### src/hw/psl_consts.svh
// Constants for the port status indicator driver.
// Assumes a 100 MHz reference clock and six shared indicator pins.
`ifndef PSL_CONSTS_SVH
`define PSL_CONSTS_SVH

// =============================================================
// Pins and function codes
`define PSL_PINS      6
`define PSL_FUN_STD   2'h0
`define PSL_FUN_SPLIT 2'h1
`define PSL_FUN_MII   2'h2
`define PSL_FUN_RAW   2'h3
`define PSL_LED0      3'h0
`define PSL_LED1      3'h1
`define PSL_LED2      3'h2
`define PSL_LED3      3'h3
`define PSL_LED4      3'h4
`define PSL_LED5      3'h5

// =============================================================
// Timing
`define PSL_CLK_NS    10
`define PSL_PULSE_NS  80000000
`define PSL_CNT_W     23
`define PSL_POL_RST   6'h00

`endif

### src/hw/psl_pkg.sv
// Types shared by the port status indicator driver.
// Assumes the constants header is compiled alongside.
package psl_pkg;

  // =============================================================
  // Per-pin stretch timer states.
  typedef enum logic [1:0] {
    PSL_IDLE  = 2'h0,
    PSL_PULSE = 2'h1,
    PSL_GAP   = 2'h3
  } psl_tmr_e;

  // =============================================================
  // Status of one internal copper port.
  typedef struct packed {
    logic link;
    logic spd100;
    logic full_dup;
    logic col;
    logic tx_en;
    logic rx_dv;
  } psl_phy_s;

  // Strobes of the external media-independent port.
  typedef struct packed {
    logic tx_en;
    logic rx_dv;
  } psl_mii_s;

  // Source description of one indicator pin.
  typedef struct packed {
    logic gate;
    logic steady;
    logic evt;
    logic blink_low;
    logic raw;
  } psl_src_s;

endpackage

### src/hw/psl_led_driver.sv
// Port status indicator driver for six shared indicator pins.
// Assumes status inputs are synchronous to i_ref_clk and the pad
// resolves each pin from its output and active-low output enable.

`include "psl_consts.svh"
`timescale 1ns/1ps
`default_nettype none

module psl_led_driver #(
  parameter int unsigned P_PULSE_CYC = `PSL_PULSE_NS / `PSL_CLK_NS
) (
  // Clock and reset
  input  wire logic                    i_ref_clk,
  input  wire logic                    i_rstn,
  // Configuration
  input  wire logic [1:0]              i_led_fun,
  input  wire logic [`PSL_PINS-1:0]    i_led_en,
  input  wire logic [`PSL_PINS-1:0]    i_pol_strap,
  // Port status
  input  wire psl_pkg::psl_mii_s       i_p0,
  input  wire psl_pkg::psl_phy_s       i_p1,
  input  wire psl_pkg::psl_phy_s       i_p2,
  // Pins
  output logic [`PSL_PINS-1:0]         o_led_out,
  output logic [`PSL_PINS-1:0]         o_led_oe_n,
  output logic [`PSL_PINS-1:0]         o_led_ibuf_dis
);

  localparam logic [`PSL_CNT_W-1:0] LAST = `PSL_CNT_W'(P_PULSE_CYC - 1);

  // =============================================================
  // Source selection
  typedef enum logic [2:0] {
    K_TX0, K_RX0, K_LA, K_DC, K_SP, K_LA100, K_LA10
  } psl_kind_e;

  function automatic psl_pkg::psl_src_s port_src(
    input psl_kind_e         kind,
    input psl_pkg::psl_mii_s p0,
    input psl_pkg::psl_phy_s p
  );
    psl_pkg::psl_src_s s;
    s = '0;
    unique case (kind)
      K_TX0: begin
        s.gate = 1'b1;
        s.evt  = p0.tx_en;
      end
      K_RX0: begin
        s.gate = 1'b1;
        s.evt  = p0.rx_dv;
      end
      K_LA: begin
        s.gate      = p.link;
        s.steady    = 1'b1;
        s.evt       = p.tx_en | p.rx_dv;
        s.blink_low = 1'b1;
      end
      K_DC: begin
        s.gate   = p.link;
        s.steady = p.full_dup;
        s.evt    = p.col & ~p.full_dup;
      end
      K_SP: begin
        s.gate   = p.link;
        s.steady = p.spd100;
      end
      K_LA100: begin
        s.gate      = p.link & p.spd100;
        s.steady    = 1'b1;
        s.evt       = p.tx_en | p.rx_dv;
        s.blink_low = 1'b1;
      end
      K_LA10: begin
        s.gate      = p.link & ~p.spd100;
        s.steady    = 1'b1;
        s.evt       = p.tx_en | p.rx_dv;
        s.blink_low = 1'b1;
      end
    endcase
    return s;
  endfunction

  // Returns the source of one pin for the given function code.
  function automatic psl_pkg::psl_src_s pin_src(
    input logic [1:0]        fun,
    input logic [2:0]        pin,
    input psl_pkg::psl_mii_s p0,
    input psl_pkg::psl_phy_s p1,
    input psl_pkg::psl_phy_s p2
  );
    psl_pkg::psl_src_s s;
    s = '0;
    unique case (fun)
      `PSL_FUN_STD: begin
        unique case (pin)
          `PSL_LED5: s = port_src(K_LA, p0, p2);
          `PSL_LED4: s = port_src(K_DC, p0, p2);
          `PSL_LED3: s = port_src(K_SP, p0, p2);
          `PSL_LED2: s = port_src(K_LA, p0, p1);
          `PSL_LED1: s = port_src(K_DC, p0, p1);
          default:   s = port_src(K_SP, p0, p1);
        endcase
      end
      `PSL_FUN_SPLIT: begin
        unique case (pin)
          `PSL_LED5: s = port_src(K_LA100, p0, p2);
          `PSL_LED4: s = port_src(K_DC, p0, p2);
          `PSL_LED3: s = port_src(K_LA10, p0, p2);
          `PSL_LED2: s = port_src(K_LA100, p0, p1);
          `PSL_LED1: s = port_src(K_DC, p0, p1);
          default:   s = port_src(K_LA10, p0, p1);
        endcase
      end
      `PSL_FUN_MII: begin
        unique case (pin)
          `PSL_LED5: s = port_src(K_TX0, p0, p2);
          `PSL_LED4: s = port_src(K_LA, p0, p2);
          `PSL_LED3: s = port_src(K_SP, p0, p2);
          `PSL_LED2: s = port_src(K_RX0, p0, p1);
          `PSL_LED1: s = port_src(K_LA, p0, p1);
          default:   s = port_src(K_SP, p0, p1);
        endcase
      end
      default: begin
        unique case (pin)
          `PSL_LED5: s.raw = p0.tx_en;
          `PSL_LED4: s.raw = p2.tx_en;
          `PSL_LED3: s.raw = p2.rx_dv;
          `PSL_LED2: s.raw = p0.rx_dv;
          `PSL_LED1: s.raw = p1.tx_en;
          default:   s.raw = p1.rx_dv;
        endcase
      end
    endcase
    return s;
  endfunction

  // =============================================================
  // Polarity strap capture
  logic [`PSL_PINS-1:0] pol_reg;
  logic                 latched_reg;

  always_ff @(posedge i_ref_clk or negedge i_rstn) begin
    if (!i_rstn) begin
      pol_reg     <= `PSL_POL_RST;
      latched_reg <= 1'b0;
    end else if (!latched_reg) begin
      pol_reg     <= i_pol_strap;
      latched_reg <= 1'b1;
    end
  end

  // =============================================================
  // Per-pin decode
  psl_pkg::psl_src_s    src [`PSL_PINS];
  logic [`PSL_PINS-1:0] trig;
  logic [`PSL_PINS-1:0] act_vec;
  logic [`PSL_PINS-1:0] raw_vec;
  psl_pkg::psl_tmr_e    st_reg  [`PSL_PINS];
  logic [`PSL_CNT_W-1:0] cnt_reg [`PSL_PINS];

  always_comb begin
    for (int i = 0; i < `PSL_PINS; i++) begin
      src[i]     = pin_src(i_led_fun, 3'(i), i_p0, i_p1, i_p2);
      trig[i]    = src[i].gate & src[i].evt;
      raw_vec[i] = src[i].raw;
      if (src[i].blink_low) begin
        act_vec[i] = src[i].gate & src[i].steady & (st_reg[i] != psl_pkg::PSL_PULSE);
      end else begin
        act_vec[i] = src[i].gate & (src[i].steady | (st_reg[i] == psl_pkg::PSL_PULSE));
      end
    end
  end

  // =============================================================
  // Stretch timers
  always_ff @(posedge i_ref_clk or negedge i_rstn) begin
    if (!i_rstn) begin
      for (int i = 0; i < `PSL_PINS; i++) begin
        st_reg[i]  <= psl_pkg::PSL_IDLE;
        cnt_reg[i] <= '0;
      end
    end else begin
      for (int i = 0; i < `PSL_PINS; i++) begin
        if (!i_led_en[i] || i_led_fun == `PSL_FUN_RAW) begin
          st_reg[i]  <= psl_pkg::PSL_IDLE;
          cnt_reg[i] <= '0;
        end else begin
          unique case (st_reg[i])
            psl_pkg::PSL_IDLE: begin
              if (trig[i]) begin
                st_reg[i]  <= psl_pkg::PSL_PULSE;
                cnt_reg[i] <= LAST;
              end
            end
            psl_pkg::PSL_PULSE: begin
              if (cnt_reg[i] == '0) begin
                st_reg[i]  <= psl_pkg::PSL_GAP;
                cnt_reg[i] <= LAST;
              end else begin
                cnt_reg[i] <= cnt_reg[i] - 1'b1;
              end
            end
            psl_pkg::PSL_GAP: begin
              if (cnt_reg[i] == '0) begin
                st_reg[i] <= psl_pkg::PSL_IDLE;
              end else begin
                cnt_reg[i] <= cnt_reg[i] - 1'b1;
              end
            end
            default: begin
              st_reg[i]  <= psl_pkg::PSL_IDLE;
              cnt_reg[i] <= '0;
            end
          endcase
        end
      end
    end
  end

  // =============================================================
  // Pin drivers
  always_ff @(posedge i_ref_clk or negedge i_rstn) begin
    if (!i_rstn) begin
      o_led_out      <= '0;
      o_led_oe_n     <= '1;
      o_led_ibuf_dis <= '0;
    end else begin
      o_led_ibuf_dis <= i_led_en;
      for (int i = 0; i < `PSL_PINS; i++) begin
        if (!i_led_en[i]) begin
          o_led_out[i]  <= 1'b0;
          o_led_oe_n[i] <= 1'b1;
        end else if (i_led_fun == `PSL_FUN_RAW) begin
          o_led_out[i]  <= raw_vec[i];
          o_led_oe_n[i] <= 1'b0;
        end else begin
          o_led_out[i]  <= ~pol_reg[i];
          o_led_oe_n[i] <= ~act_vec[i];
        end
      end
    end
  end

  // =============================================================
  // Checks
  wire logic std_mode = (i_led_fun != `PSL_FUN_RAW);

  for (genvar g = 0; g < `PSL_PINS; g++) begin : g_chk

  end
endmodule

`default_nettype wire

### config.mk
export PLATFORM = sky130hd
export DESIGN_NAME = psl_led_driver
export DESIGN_NICKNAME = d
export VERILOG_FILES = /design/src/hw/psl_pkg.sv /design/src/hw/psl_led_driver.sv
export VERILOG_INCLUDE_DIRS = /design/src /design/src/hw
export SDC_FILE = /design/constraint.sdc
export NUM_CORES = 1
export LEC_CHECK = 0
export BUFFER_PORTS_ARGS = -buffer_cell sky130_fd_sc_hd__clkbuf_2
export CAP_MARGIN = 20
export CELL_PAD_IN_SITES_DETAIL_PLACEMENT = 0
export CELL_PAD_IN_SITES_GLOBAL_PLACEMENT = 1
export CORE_MARGIN = 1.5
export CORE_UTILIZATION = 43
export CTS_BUF_LIST = sky130_fd_sc_hd__clkbuf_8 sky130_fd_sc_hd__clkbuf_16
export CTS_CLUSTER_DIAMETER = 50
export DETAILED_ROUTE_END_ITERATION = 8
export PLACE_DENSITY_LB_ADDON = 0.1
export SLEW_MARGIN = 0
export SYNTH_ARGS = -nofsm -noshare
export SYNTH_HDL_FRONTEND = slang
export SYNTH_SLANG_ARGS = --single-unit
### constraint.sdc
create_clock -name i_ref_clk -period 4.9 [get_ports i_ref_clk]
set_input_delay 1.47 -clock i_ref_clk [delete_from_list [all_inputs] [get_ports i_ref_clk]]
set_output_delay 1.47 -clock i_ref_clk [all_outputs]
set_load 0.1 [all_outputs]
==> metrics list <==
* Result of the run: finished, final reports clean
- Clock tree buffer depth: 2
- Worst Hold Path Cells: 1
- Setup violators final: 0
- Most frequent cells in the layout: 169 x dfrtp_1, 105 x nand2_1, 105 x nor2_1, 90 x o21ai_0, 62 x a21oi_1
- Fraction of the yosys area taken by sequential cells: 44.1%
- Along the worst path, the maximum fanout reaches 25.
* Setup repair after global routing missed its margin: no
- The die covers 24100 sq um.
* Layout overhead on the synthesized area: 11.9%
* Dominant register cell in the synthesized netlist: dfrtp_1
- Syn Nets: 1166
- After clock tree synthesis, the flow added hold-fix buffers numbering 0.
* Measured slew at the worst slew-check pin: 0.991 ns
- The die is 155 um tall.
- I/O Buffers: 47
* Clock input transition at the sequential cells of the worst setup and hold paths: 0.07 ns
- The tool flagged a number of max-cap violations equal to 0.
- Share of synthesized flip-flops with an asynchronous set or reset: 100%
* Classification of the worst setup path: in2reg
- Wires add up to 24.9 mm.
* Final worst clock skew: 0.0119 ns
- Final HPWL from detailed placement: 17.2 mm
- TritonCTS built the clock tree.
- Distinct cells, synth: 87
* Slew Limit Headroom: 33.3%
- Commonest non-fill, non-tap cell in the layout: dfrtp_1
- In the final routed layout, each cell accounts on average for 17.1 um.
- GRT Resource Usage Total: 21.9%
- Post-CTS setup buffer count: 0
- Max H-tree Level: 4
* # resized after CTS: 0
* Endpoint type of the worst setup path: register
- For flop-to-flop paths, the worst setup slack is 1.83 ns.
* Cell at the root of the clock tree: clkbuf_16
- Of the available clock period, the critical path in the final layout requires 71.7%.
- Counting cells, the worst reg-to-reg path comes to 8.
- I/O Pins: 48
- Average instance area after synthesis: 8.86 sq um
- Weighted congestion reported at the end of routability-driven placement: 0.824
* GRT Residual Overflow: 0
- Sink Count: 175
- Post-synthesis cell count: 1124
* DR pass1 iterations: 5
- Counting flops with a built-in enable in the synthesized netlist gives 0.
- First-pass GRT wire length: 42.6 mm
- Flip-flop and latch count after synthesis: 175
* Arrival time of the worst setup path: 3.88 ns
- The endpoint identified for the worst register-to-register timing path is cnt_reg[33].
* Initial antenna violation count: 2
- VDD sags by at most 0.202 mV.
* Launch point of the worst reg-to-reg path: cnt_reg[23]
* Max-slew violation total from the final report: 0
- From left edge to right edge, the die measures 155 um.
- The synthesized netlist occupies a cell area of 9950 sq um.
- Final critical path time including I/O delays and setup: 3.51 ns
* Required time worst endpoint: 5.26 ns
- The register with the most flip-flops in the layout has 138 of them.
- Number of nets in the finished design: 1200
* Class of the worst hold path: reg2reg
* Insertion delay to the later sink of the worst-skew pair: 0.43 ns
- The number of global-route vias before repair is 8179.
* Cts bufs inserted: 17
- Iter 0 DRT Violations: 563
- Cell row count: 55
* Post-route DRC violation count: 0
- Highest clock frequency the design can meet: 285 MHz
- Hold is met by 0.455 ns.
- Critical path launch point type: input pin
- Once the floorplan was initialized, standard cells occupied 43.8% of the core.
- Antenna viol nets, final: 0
* Ratio of cells with drive above 1 in the final layout: 11.3%
- Detailed routing inserted a total of 8495 vias.
- After routing, the total negative slack on setup checks comes to 0 ns.
- Count of yosys warnings during synthesis: 0
* Core box area: 22700 sq um
* Power Dens Cells: 421 nW/um^2
- The startpoint identified for the worst hold timing path is pol_reg[5].
- The final hold violation count was 0.
- Drt via density: 5.83
* Reported leakage power: 4.95 nW
- The layout has 2208 filler cells.
- Largest net degree at the start of global routing: 92
* Hold-critical path endpoint: o_led_out[5]
==> power breakdown <==
| group | leakage (nW) | internal (mW) | switching, mW | total, mW |
|---|---|---|---|---|
| sequential | 2.29 | 1.62 | 0.212 | 1.84 |
| clock | 0.315 | 0.900 | 0.613 | 1.51 |
| combinational | 2.34 | 0.492 | 0.852 | 1.34 |
| total | 4.95 | 3.02 | 1.68 | 4.69 |
==> worst max-delay path by stage <==
stage / from / end / cells past startpoint
after CTS: i_led_fun[1] / cnt_reg[38] / 7
final: i_led_fun[1] / cnt_reg[38] / 7
after global placement: i_led_fun[1] / cnt_reg[38] / 7
after floorplan: i_led_fun[1] / cnt_reg[38] / 8
after global routing: i_led_fun[1] / cnt_reg[38] / 7
after detailed placement: i_led_fun[1] / cnt_reg[38] / 7
==> Yosys cell counts (8+ instances only) <==
master	count	area, sq um
a311oi_1	11	96.3
ha_1	12	150
and3_1	9	56.3
xnor2_1	21	184
nand2_1	105	394
nand3_1	52	260
clkbuf_1	31	116
o211ai_1	10	75.1
a31oi_1	17	106
a21o_1	25	188
or4_1	17	128
a22o_1	20	175
nand4_1	12	75.1
buf_2	8	40.0
xor2_1	16	140
nor2_1	105	394
inv_1	47	176
nor4_1	33	206
dfrtp_1	169	4230
or3_1	25	156
o22ai_1	10	62.6
a21oi_1	62	310
nand2b_1	12	75.1
o21ai_0	90	450
nor3_1	42	210
o31ai_1	9	67.6
nor2b_1	11	68.8
==> final cells by class <==
| type | count | area [sq um] | area share [%] |
|---|---|---|---|
| clock buffer | 20 | 467 | 4.19 |
| timing repair buffer | 60 | 358 | 3.21 |
| multi-input combinational | 855 | 5200 | 46.7 |
| clock inverter | 12 | 183 | 1.64 |
| tap | 285 | 357 | 3.20 |
| inverter | 49 | 184 | 1.65 |
| antenna | 1 | 2.50 | 0.0225 |
| sequential | 175 | 4390 | 39.4 |
==> metrics by stage <==
| stage | instances | util (%) | instance area [sq um] | worst slack (ns) | power, mW |
|---|---|---|---|---|---|
| global placement | 1423 | 46.1 | 10500 | 0.992 | 3.19 |
| CTS | 1455 | 49.0 | 11100 | 1.40 | 4.73 |
| floorplan | 1124 | - | 9950 | 1.47 | 2.87 |
| detailed placement | 1423 | 46.1 | 10500 | 0.939 | 3.20 |
| global route | 1456 | 49.0 | 11100 | 1.22 | 4.99 |
| finish | 1457 | 49.0 | 11100 | 1.39 | 4.69 |
==> worst max-delay path: stages <==
cell	delay (ns)
clkbuf_2	0.27
nor2b_1	0.46
a21o_1	0.23
a21oi_1	0.11
or2_2	0.50
or4b_2	0.68
a21oi_1	0.15
==> layer usage <==
layer  up-vias  part of all wire (%)  wire length [um]  GRT usage (%)
li1       4235                     -                 -              -
met1      4128                    50             12500           32.0
met2       110                    46             11400           34.0
met3        20                   3.2               801           3.73
met4         2                  0.67               168           4.58
met5         -                 0.048                12              0
==> logic make-up (layout without fill, tap and decap cells) <==
group | after synthesis | count (layout) | share of synthesized area, %
compound gates | 325 | 325 | 21.8
xor+xnor | 37 | 37 | 3.26
fa+ha+maj | 12 | 12 | 1.51
buf+inv | 94 | 141 | 3.85
flops | 175 | 175 | 44.1
mux | 6 | 6 | 0.679
other cells | 1 | 2 | 0.0377
simple gates | 474 | 474 | 24.8
No activity file was read; power rests on OpenSTA's default activity.
